$ cat src/sis_int_source_map.vh
`ifndef SIS_INT_SOURCE_MAP_VH
`define SIS_INT_SOURCE_MAP_VH

// register offsets on the internal register port
`define SIS_ADDR_DATA_STATUS 8'h00
`define SIS_ADDR_FIFO_STATUS 8'h00
`define SIS_ADDR_P_OUT_MSB 8'h01
`define SIS_ADDR_P_OUT_CSB 8'h02
`define SIS_ADDR_P_OUT_LSB 8'h03
`define SIS_ADDR_T_OUT_MSB 8'h04
`define SIS_ADDR_T_OUT_LSB 8'h05
`define SIS_ADDR_INT_SOURCE 8'h12

// status byte layout
`define SIS_BIT_DRDY 7
`define SIS_BIT_FIFO 6
`define SIS_BIT_PW 5
`define SIS_BIT_TW 4
`define SIS_BIT_PTH 3
`define SIS_BIT_TTH 2
`define SIS_BIT_PCHG 1
`define SIS_BIT_TCHG 0
`define SIS_STATUS_RESET 8'h00
`define SIS_PRESSURE_BITS 8'h2A
`define SIS_TEMPERATURE_BITS 8'h15

// fifo event levels
`define SIS_FIFO_FULL_COUNT 6'h20
`define SIS_WMRK_OFF 6'h00

// bus and count widths
`define SIS_ADDR_W 8
`define SIS_DATA_W 8
`define SIS_FCNT_W 6

`endif

$ cat src/sis_level_monitor.v
`timescale 1ns/1ps
`default_nettype none

module sis_level_monitor #(
  parameter W = 16
) (
  // clock and reset
  input wire sys_clk,
  input wire rstn,
  // measurement and levels
  input wire sample_stb,
  input wire [W-1:0] meas,
  input wire [W-1:0] target,
  input wire [W-1:0] window,
  // events
  output reg in_window_reg,
  output reg cross_reg
);

  // one extra bit so target plus window never wraps
  wire [W:0] meas_x;
  wire [W:0] prev_x;
  wire [W:0] center;
  wire [W:0] upper;
  wire [W:0] lower;
  wire window_on;
  wire in_window_next;
  wire cross_center;
  wire cross_outer;
  wire cross_next;
  reg [W-1:0] prev_reg;
  reg prev_valid_reg;

  function above;
    input [W:0] value;
    input [W:0] level;
    begin
      above = (value >= level);
    end
  endfunction

  assign meas_x = {1'b0, meas};
  assign prev_x = {1'b0, prev_reg};
  assign center = {1'b0, target};
  assign upper = {1'b0, target} + {1'b0, window};
  // clamp at zero rather than wrapping below the range
  assign lower = (target > window) ? {1'b0, target - window} : {(W+1){1'b0}};
  assign window_on = |window;

  assign in_window_next = window_on && above(meas_x, lower) && !above(meas_x, upper + 1'b1);
  // both samples on opposite sides of a level
  assign cross_center = prev_valid_reg && (above(prev_x, center) != above(meas_x, center));
  assign cross_outer = prev_valid_reg && window_on &&
    ((above(prev_x, upper) != above(meas_x, upper)) ||
     (above(prev_x, lower) != above(meas_x, lower)));
  assign cross_next = cross_center || cross_outer;

  always @(posedge sys_clk or negedge rstn) begin
    if (!rstn) begin
      prev_reg <= {W{1'b0}};
      prev_valid_reg <= 1'b0;
      in_window_reg <= 1'b0;
      cross_reg <= 1'b0;
    end else if (sample_stb) begin
      prev_reg <= meas;
      prev_valid_reg <= 1'b1;
      in_window_reg <= in_window_next;
      cross_reg <= cross_next;
    end else begin
      cross_reg <= 1'b0;
    end
  end

endmodule // sis_level_monitor

`default_nettype wire

$ cat src/sis_int_source.v
`timescale 1ns/1ps
`default_nettype none
`include "sis_int_source_map.vh"

module sis_int_source #(
  parameter P_W = 16,
  parameter T_W = 12,
  parameter FCNT_W = `SIS_FCNT_W
) (
  // clock and reset
  input wire sys_clk,
  input wire rstn,
  // register port from the serial slave
  input wire reg_rd_stb,
  input wire reg_wr_stb,
  input wire [`SIS_ADDR_W-1:0] reg_addr,
  output reg [`SIS_DATA_W-1:0] reg_rdata_reg,
  output reg reg_hit_reg,
  output reg reg_ack_reg,
  // data ready sources
  input wire new_data_flag,
  input wire data_overwrite_flag,
  input wire data_ready_int_en,
  // fifo sources
  input wire fifo_enabled,
  input wire [FCNT_W-1:0] fifo_sample_count,
  input wire [FCNT_W-1:0] fifo_watermark_count,
  // pressure measurement and alert levels
  input wire p_sample_stb,
  input wire [P_W-1:0] p_meas,
  input wire [P_W-1:0] p_target,
  input wire [P_W-1:0] p_window,
  // temperature measurement and alert levels
  input wire t_sample_stb,
  input wire [T_W-1:0] t_meas,
  input wire [T_W-1:0] t_target,
  input wire [T_W-1:0] t_window,
  // change events
  input wire pressure_change_event,
  input wire temperature_change_event,
  // status view
  output reg fifo_overflow_flag,
  output wire [`SIS_DATA_W-1:0] int_source_status,
  output wire data_ready_event_bit,
  output wire fifo_event_bit,
  output wire pressure_window_event_bit,
  output wire temperature_window_event_bit,
  output wire pressure_threshold_event_bit,
  output wire temperature_threshold_event_bit,
  output wire pressure_change_event_bit,
  output wire temperature_change_event_bit,
  output wire int_source_any
);

  // event source levels, one per status bit
  wire [`SIS_DATA_W-1:0] src;
  wire [`SIS_DATA_W-1:0] rise;
  wire [`SIS_DATA_W-1:0] clr;
  wire [`SIS_DATA_W-1:0] status_next;
  reg [`SIS_DATA_W-1:0] src_d_reg;
  reg [`SIS_DATA_W-1:0] status_reg;

  wire p_in_window;
  wire t_in_window;
  wire p_cross;
  wire t_cross;
  wire fifo_ovf;
  wire fifo_wmrk;

  // read decode
  wire rd_data_status;
  wire rd_fifo_status;
  wire rd_p_out;
  wire rd_t_out;
  wire rd_int_source;
  wire drdy_clear;
  wire out_read;
  reg [1:0] drdy_state_reg;
  reg [1:0] drdy_state_next;

  // data ready clear sequence, one-hot
  localparam DRDY_WAIT_STATUS = 2'h1;
  localparam DRDY_WAIT_OUTPUT = 2'h2;

  // per-generator fifo edges: watermark running into overflow still counts
  wire fifo_rise;
  wire [`SIS_DATA_W-1:0] set_bits;
  reg fifo_wmrk_d_reg;

  function is_p_out;
    input [`SIS_ADDR_W-1:0] a;
    begin
      is_p_out = (a == `SIS_ADDR_P_OUT_MSB) || (a == `SIS_ADDR_P_OUT_CSB) ||
        (a == `SIS_ADDR_P_OUT_LSB);
    end
  endfunction

  function is_t_out;
    input [`SIS_ADDR_W-1:0] a;
    begin
      is_t_out = (a == `SIS_ADDR_T_OUT_MSB) || (a == `SIS_ADDR_T_OUT_LSB);
    end
  endfunction

  // window and crossing detectors
  sis_level_monitor #(
    .W(P_W)
  ) u_p_mon (
    .sys_clk(sys_clk),
    .rstn(rstn),
    .sample_stb(p_sample_stb),
    .meas(p_meas),
    .target(p_target),
    .window(p_window),
    .in_window_reg(p_in_window),
    .cross_reg(p_cross)
  );

  sis_level_monitor #(
    .W(T_W)
  ) u_t_mon (
    .sys_clk(sys_clk),
    .rstn(rstn),
    .sample_stb(t_sample_stb),
    .meas(t_meas),
    .target(t_target),
    .window(t_window),
    .in_window_reg(t_in_window),
    .cross_reg(t_cross)
  );

  // fifo event sources
  assign fifo_ovf = (fifo_sample_count == `SIS_FIFO_FULL_COUNT);
  assign fifo_wmrk = (fifo_watermark_count != `SIS_WMRK_OFF) &&
    (fifo_sample_count == fifo_watermark_count);
  // the overflow flag doubles as the overflow history
  assign fifo_rise = (fifo_ovf && !fifo_overflow_flag) || (fifo_wmrk && !fifo_wmrk_d_reg);

  // source map onto the status byte
  assign src[`SIS_BIT_DRDY] = data_ready_int_en && (new_data_flag || data_overwrite_flag);
  assign src[`SIS_BIT_FIFO] = fifo_ovf || fifo_wmrk;
  assign src[`SIS_BIT_PW] = p_in_window;
  assign src[`SIS_BIT_TW] = t_in_window;
  assign src[`SIS_BIT_PTH] = p_cross;
  assign src[`SIS_BIT_TTH] = t_cross;
  assign src[`SIS_BIT_PCHG] = pressure_change_event;
  assign src[`SIS_BIT_TCHG] = temperature_change_event;

  // offset 0x00 is the fifo status while the fifo runs, else data status
  assign rd_data_status = reg_rd_stb && !fifo_enabled && (reg_addr == `SIS_ADDR_DATA_STATUS);
  assign rd_fifo_status = reg_rd_stb && fifo_enabled && (reg_addr == `SIS_ADDR_FIFO_STATUS);
  assign rd_p_out = reg_rd_stb && is_p_out(reg_addr);
  assign rd_t_out = reg_rd_stb && is_t_out(reg_addr);
  assign rd_int_source = reg_rd_stb && (reg_addr == `SIS_ADDR_INT_SOURCE);

  // data ready needs both reads, status first, then any output byte
  assign out_read = rd_p_out || rd_t_out;
  assign drdy_clear = (drdy_state_reg == DRDY_WAIT_OUTPUT) && out_read;

  always @* begin
    drdy_state_next = drdy_state_reg;
    case (drdy_state_reg)
      DRDY_WAIT_STATUS: begin
        if (rd_data_status) begin
          drdy_state_next = DRDY_WAIT_OUTPUT;
        end
      end
      DRDY_WAIT_OUTPUT: begin
        if (out_read) begin
          drdy_state_next = DRDY_WAIT_STATUS;
        end
      end
      default: begin
        drdy_state_next = DRDY_WAIT_STATUS;
      end
    endcase
  end

  // clear vector per bit
  assign clr[`SIS_BIT_DRDY] = drdy_clear;
  assign clr[`SIS_BIT_FIFO] = rd_fifo_status;
  assign clr[`SIS_BIT_PW] = rd_p_out;
  assign clr[`SIS_BIT_TW] = rd_t_out;
  assign clr[`SIS_BIT_PTH] = rd_p_out;
  assign clr[`SIS_BIT_TTH] = rd_t_out;
  assign clr[`SIS_BIT_PCHG] = rd_p_out;
  assign clr[`SIS_BIT_TCHG] = rd_t_out;

  // set vector per bit
  assign set_bits[`SIS_BIT_DRDY] = rise[`SIS_BIT_DRDY];
  assign set_bits[`SIS_BIT_FIFO] = rise[`SIS_BIT_FIFO] || fifo_rise;
  assign set_bits[`SIS_BIT_PW] = rise[`SIS_BIT_PW];
  assign set_bits[`SIS_BIT_TW] = rise[`SIS_BIT_TW];
  assign set_bits[`SIS_BIT_PTH] = rise[`SIS_BIT_PTH];
  assign set_bits[`SIS_BIT_TTH] = rise[`SIS_BIT_TTH];
  assign set_bits[`SIS_BIT_PCHG] = rise[`SIS_BIT_PCHG];
  assign set_bits[`SIS_BIT_TCHG] = rise[`SIS_BIT_TCHG];

  // sticky bits: an edge landing on the clearing read still sets
  genvar i;
  generate
    for (i = 0; i < `SIS_DATA_W; i = i + 1) begin : g_bit
      assign rise[i] = src[i] && !src_d_reg[i];
      assign status_next[i] = set_bits[i] || (status_reg[i] && !clr[i]);
    end
  endgenerate

  // writes carry no path into status_reg at all
  always @(posedge sys_clk or negedge rstn) begin
    if (!rstn) begin
      src_d_reg <= `SIS_STATUS_RESET;
      status_reg <= `SIS_STATUS_RESET;
      drdy_state_reg <= DRDY_WAIT_STATUS;
      fifo_wmrk_d_reg <= 1'b0;
      fifo_overflow_flag <= 1'b0;
    end else begin
      src_d_reg <= src;
      status_reg <= status_next;
      drdy_state_reg <= drdy_state_next;
      fifo_wmrk_d_reg <= fifo_wmrk;
      fifo_overflow_flag <= fifo_ovf;
    end
  end

  // register readback, one cycle after the strobe
  always @(posedge sys_clk or negedge rstn) begin
    if (!rstn) begin
      reg_rdata_reg <= `SIS_STATUS_RESET;
      reg_hit_reg <= 1'b0;
      reg_ack_reg <= 1'b0;
    end else begin
      reg_ack_reg <= reg_rd_stb || reg_wr_stb;
      reg_hit_reg <= (reg_rd_stb || reg_wr_stb) && (reg_addr == `SIS_ADDR_INT_SOURCE);
      if (rd_int_source) begin
        reg_rdata_reg <= status_reg;
      end else if (reg_rd_stb) begin
        reg_rdata_reg <= `SIS_STATUS_RESET;
      end
    end
  end

  // status view
  assign int_source_status = status_reg;
  assign data_ready_event_bit = status_reg[`SIS_BIT_DRDY];
  assign fifo_event_bit = status_reg[`SIS_BIT_FIFO];
  assign pressure_window_event_bit = status_reg[`SIS_BIT_PW];
  assign temperature_window_event_bit = status_reg[`SIS_BIT_TW];
  assign pressure_threshold_event_bit = status_reg[`SIS_BIT_PTH];
  assign temperature_threshold_event_bit = status_reg[`SIS_BIT_TTH];
  assign pressure_change_event_bit = status_reg[`SIS_BIT_PCHG];
  assign temperature_change_event_bit = status_reg[`SIS_BIT_TCHG];
  assign int_source_any = |status_reg;

endmodule // sis_int_source

`default_nettype wire

$ cat config.mk
export PLATFORM = sky130hd
export DESIGN_NAME = sis_int_source
export DESIGN_NICKNAME = d
export VERILOG_FILES = /design/src/sis_level_monitor.v /design/src/sis_int_source.v
export VERILOG_INCLUDE_DIRS = /design/src
export SDC_FILE = /design/constraint.sdc
export NUM_CORES = 1
export LEC_CHECK = 0
export BUFFER_PORTS_ARGS = -buffer_cell sky130_fd_sc_hd__buf_4
export CAP_MARGIN = 20
export CORE_ASPECT_RATIO = 1.5
export CORE_MARGIN = 5
export CORE_UTILIZATION = 60
export DETAILED_ROUTE_END_ITERATION = 8
export GPL_ROUTABILITY_DRIVEN = 1
export PLACE_DENSITY = 0.91
export SYNTH_ARGS = -nofsm -noshare
export SYNTH_HDL_FRONTEND = slang
export SYNTH_SLANG_ARGS = --single-unit
$ cat constraint.sdc
create_clock -name sys_clk -period 3.2 [get_ports sys_clk]
set_input_delay 0.16 -clock sys_clk [delete_from_list [all_inputs] [get_ports sys_clk]]
set_output_delay 0.16 -clock sys_clk [all_outputs]
set_load 0.03 [all_outputs]
==> results of run 1 <==
Yosys cell counts, types with 9 or more instances:
cell       number
xnor2_1        39
a211oi_1       14
a21o_1         39
a2111oi_0      10
nor4_1         24
ha_1          254
nor2b_1        14
nand2b_1       26
nand3_1        27
nor2_1         66
a21oi_1        85
buf_4           9
nand2_1        89
nand4_1        12
o211ai_1       10
xor2_1         20
o21ai_0        78
inv_1         118
dfrtp_1        63
o21a_1         20
or3_1          13
nor3_1         25
clkbuf_1       18
mux2_2         26
routing by layer:
| layer | global-route usage [%] | overflow |
|---|---|---|
| met2 | 80.55 | 55 |
| met3 | 37.83 | 0 |
| met4 | 62.92 | 42 |
| met5 | 4.103 | 0 |
| met1 | 56.36 | 1 |
timing repair:
action	4_1_cts
setup buffers	34
hold endpoints to repair	65
endpoints found under the setup margin	4
pin swaps	47
resized for setup	57
hold buffers	3
cloned	1
metrics by stage:
step	util [%]	setup WS [ns]
3_3_place_gp	80.59	-0.7433
3_5_place_dp	80.59	-0.9420
2_1_floorplan	-	-0.5190
4_1_cts	85.80	-0.5879
cells by family after synthesis:
logic type / Yosys count / share of synthesized area [%]
flops: 64 / 15.54
buf+inv: 157 / 6.357
mux: 27 / 2.936
compound gates: 330 / 21.52
xor+xnor: 60 / 5.169
fa+ha+maj: 258 / 31.59
simple gates: 341 / 16.88
==> metrics.md, run 1 <==
| Metric | Value |
|---|---|
| Status | `aborted with a tool error` |
| Failed at | `5_1_grt` |
| First Err | `[ERROR GRT-0116] Global routing finished with congestion. Check the congestion regions in the DRC Viewer.` |
| Prevailing post-synth register cell | `dfrtp_1` |
| Tot GR Track Use | `about 59%` |
| First-pass GRT wire length | `90750 µm` |
| Distinct cells, synth | `75` |
| DP Wirelength | `roughly 31000 µm` |
| Cell Area, Placed | `between 10000 and 15000 µm²` |
| Number of global-route vias before repair | `15754` |
| H-tree depth | `3` |
| Post-Syn Instances | `~1200` |
| Synth area leaders | `ha_1, dfrtp_1, inv_1, a21oi_1, o21ai_0` |
| Avg Cell Area, Syn | `about 8.3 µm²` |
| Sequential area share after synthesis | `around 16%` |
| FP Rows | `between 50 and 60` |
| Share of the synthesized area in the top cell type | `a little over 30%` |
| TritonCTS Buffers | `9` |
| Post-Synthesis Net Count | `about 1600` |
| Netlist Area Pre-Place | `about 10000 µm²` |
| Pin count of the biggest net entering global routing | `65` |
| Ys async rst share | `100.0%` |
| EDFF count, synth | `0` |
| Initial core utilization | `between 60% and 70%` |
| Die width | `about 120 µm` |
| GP Congestion | `roughly 1.0` |
| Synth Warn # | `0` |
| Top cell type by total area after synthesis | `ha_1` |
| Num ports | `roughly 140` |
| Dpl cells | `approximately 1800` |
| Clock root buffer | `clkbuf_16` |
| Register bit total from synthesis | `64` |
| Die height | `between 150 and 200 µm` |
| IO buf count | `between 100 and 150` |
| GR Overflow Total | `about 100` |
| Max Buffers Root-to-Sink | `2` |
| CTS Sinks | `between 60 and 70` |
==> inputs of run 2 (changes only) <==
CORE_ASPECT_RATIO = unset   (was 1.5)
CORE_UTILIZATION = 40   (was 60)
PLACE_DENSITY = unset   (was 0.91)
PLACE_DENSITY_LB_ADDON = 0.15   (was unset)
==> run 2 against run 1 <==
The flow now finishes, with violations (negative setup slack). Synthesized area is the same. Synthesized cell count did not move.
==> metrics.md, run 2 <==
| Metric | Value |
|---|---|
| Tmin final | `3.606 ns` |
| Avg Vias per Cell | `between 5 and 6` |
| Number of global-route vias before repair | `about 10000` |
| Net count, final | `about 2000` |
| Filler cells | `2304` |
| FP Rows | `58 (unchanged)` |
| Die height | `170.6 µm (unchanged)` |
| Worst VDD drop | `roughly 0.36 mV` |
| Synth Warn # | `0 (unchanged)` |
| Distinct cells, synth | `75 (unchanged)` |
| Synth area leaders | `ha_1, dfrtp_1, inv_1, a21oi_1, o21ai_0` |
| Post-Syn Instances | `1237 (unchanged)` |
| Detailed Route WL | `around 32000 µm` |
| FF-to-FF path depth | `10` |
| Worst Path Max Fanout | `5` |
| Final WS setup | `-0.4058 ns` |
| Maxcap violations | `0` |
| R2R setup slack | `a little over 0.4 ns` |
| Diodes inserted | `0` |
| Drt drc | `0` |
| Fin cells | `1980` |
| Worst EP required | `3.42 ns` |
| Violated checks | `negative setup slack` |
| Worst slew pin tran | `roughly 0.83 ns` |
| Prevailing post-synth register cell | `dfrtp_1` |
| Core Area | `about 25000 µm²` |
| Fin crit share | `112.7%` |
| GR Overflow Total | `0` |
| Avg Cell Area, Syn | `8.337 µm² (unchanged)` |
| Total Die Area | `29090 µm²` |
| Register bit total from synthesis | `64 (unchanged)` |
| Count leader, synth | `ha_1` |
| Tot GR Track Use | `a little over a fifth` |
| Clk_skew | `between 0.007 and 0.008 ns` |
| Clk_lat worst skew | `~0.32 ns` |
| Reg-to-reg endpoint | `u_p_mon.cross_reg` |
| Share of the synthesized area in the top cell type | `30.82% (unchanged)` |
| Max-slew violations | `0` |
| First-pass GRT wire length | `about 52000 µm` |
| Max reg flops | `16` |
| Clock root buffer | `clkbuf_16` |
| Num ports | `144 (unchanged)` |
| Most frequent cells in the layout | `buf_4, ha_1, inv_1, nand2_1, a21oi_1` |
| Final setup viols | `4` |
| Total power | `0.005075 W` |
| Die width | `170.6 µm (+46%)` |
| Final Hold Fails | `0` |
| GP Congestion | `0.8713 (-16%)` |
| Critical path arrival | `between 3 and 4 ns` |
| TritonCTS Buffers | `9 (unchanged)` |
| Sequential area share after synthesis | `15.54% (unchanged)` |
| Hold WC Path Type | `input pin to register` |
| Antenna violations before repair | `0` |
| DR pass1 iterations | `5` |
| H-tree depth | `3 (unchanged)` |
| Clock transition at path regs | `roughly 0.060 ns` |
| Crit path from | `p_target[0]` |
| RSZ-0062 raised after global routing | `true` |
| Most instantiated cells after synthesis | `ha_1, inv_1, nand2_1` |
| Worst r2r src | `u_p_mon.prev_reg[0]` |
| Netlist Area Pre-Place | `10310 µm² (unchanged)` |
| CP endpoint | `u_p_mon.in_window_reg` |
| CTS tree | `yes` |
| Worst Setup Start Kind | `input pin` |
| WL per Instance | `about 16 µm` |
| DR iter-0 viols | `roughly 560` |
| EDFF count, synth | `0 (unchanged)` |
| Commonest non-fill, non-tap cell in the layout | `buf_4` |
| Ys async rst share | `100.0% (unchanged)` |
| Post-route antenna net violation count | `0` |
| Worst Path Class, Setup | `input pin to register` |
| Synth-to-layout area growth | `42.85%` |
| Power Density | `344.5 nW/µm²` |
| Dpl cells | `1950 (+7.9%)` |
| CTS Sinks | `64 (unchanged)` |
| Via count | `10282` |
| Max Buffers Root-to-Sink | `2 (unchanged)` |
| Leakage | `approximately 7.4 nW` |
| Layout cell share with drive strength beyond 1 | `35.27%` |
| DP Wirelength | `27550 µm (-12%)` |
| Status | `finished with violations` |
| Slew margin rel. | `roughly 45%` |
| Pin count of the biggest net entering global routing | `65` |
| Initial core utilization | `40.83% (-20 points)` |
| Post-Synthesis Net Count | `1611 (unchanged)` |
| Top cell type by total area after synthesis | `ha_1` |
| IO buf count | `143 (unchanged)` |
| Crit path capture type | `register` |
| Achievable Freq | `277.3 MHz` |
## run 2: worst min path at each step
stage,start,to,slack [ns],depth (start not counted)
6_report,reg_wr_stb,reg_ack_reg,0.04,2
5_1_grt,reg_wr_stb,reg_ack_reg,0.05,2
4_1_cts,reg_wr_stb,reg_ack_reg,0.04,2
3_5_place_dp,pressure_change_event,src_d_reg[1],0.28,1
3_3_place_gp,pressure_change_event,src_d_reg[1],0.28,1
2_1_floorplan,rstn,drdy_state_reg[1],-0.14,0
## run 2: power by group
part | internal (W) | total (W) | switching, W
sequential | 0.000890 | 0.000969 | 0.0000791
combinational | 0.00153 | 0.00303 | 0.00149
clock | 0.000690 | 0.00108 | 0.000390
## run 2: area by class of cell
cell class / count / area (µm²) / area share (%)
Multi-Input combinational cell: 1016 / 8582 / 58.26
Timing Repair Buffer: 434 / 3333 / 22.63
Sequential cell: 64 / 1603 / 10.88
Inverter: 120 / 473.0 / 3.210
Tap cell: 330 / 412.9 / 2.803
Clock buffer: 9 / 225.2 / 1.529
Clock inverter: 7 / 102.6 / 0.6964
## run 2: layer usage
layer,GRT usage [%],share of wire [%]
met1,31.70,50
met3,2.703,4.3
met4,2.326,0.92
met2,35.18,45
met5,0,0
## run 2: stage by stage
step | setup slack, ns | TNS, ns | util, % | hold slack, ns | instance area (µm²)
after detailed placement | -0.9990 | -3.608 | 55.05 | 0.2828 | 13900
after global placement | -0.8830 | -3.330 | 55.05 | 0.2848 | 13900
after global routing | -0.6184 | -2.127 | 58.33 | 0.05009 | 14730
final | -0.4058 | -1.457 | 58.33 | 0.04324 | 14730
after CTS | -0.4928 | -1.726 | 57.34 | 0.03642 | 14480
after floorplan | -0.5190 | -1.133 | - | -0.1356 | 10550
## run 2: what timing repair did
item                                    CTS  global route
resized for setup                        37            43
pin swaps                                27            21
endpoints found under the setup margin    4             4
buffers inserted                          6             5
hold buffers                              3             0
endpoints found under the hold margin    65             0
## run 2: critical path: stages
cell and delay, ns:
buf_12 0.11, ha_4 0.16, fa_2 0.38, nand2b_4 0.10, a221oi_4 0.07, o211a_4 0.26
or3_4 0.35, a2111oi_4 0.34, nand3_2 0.16, nor2_2 0.13, xor2_1 0.16, ha_1 0.25
o21a_1 0.17, o21a_1 0.21, o21ai_1 0.13, a21o_1 0.11, o21ai_2 0.06, nor3b_4 0.16
o21a_1 0.15, a2111oi_2 0.19
## run 2: logic make-up (layout without fill, tap and decap cells)
group           after synthesis  count (layout)  synth area share (%)
compound gates              330             330                 21.52
xor+xnor                     60              60                 5.169
fa+ha+maj                   258             258                 31.59
buf+inv                     157             570                 6.357
flops                        64              64                 15.54
mux                          27              27                 2.936
simple gates                341             341                 16.88
(Power assumes the default switching activity.)
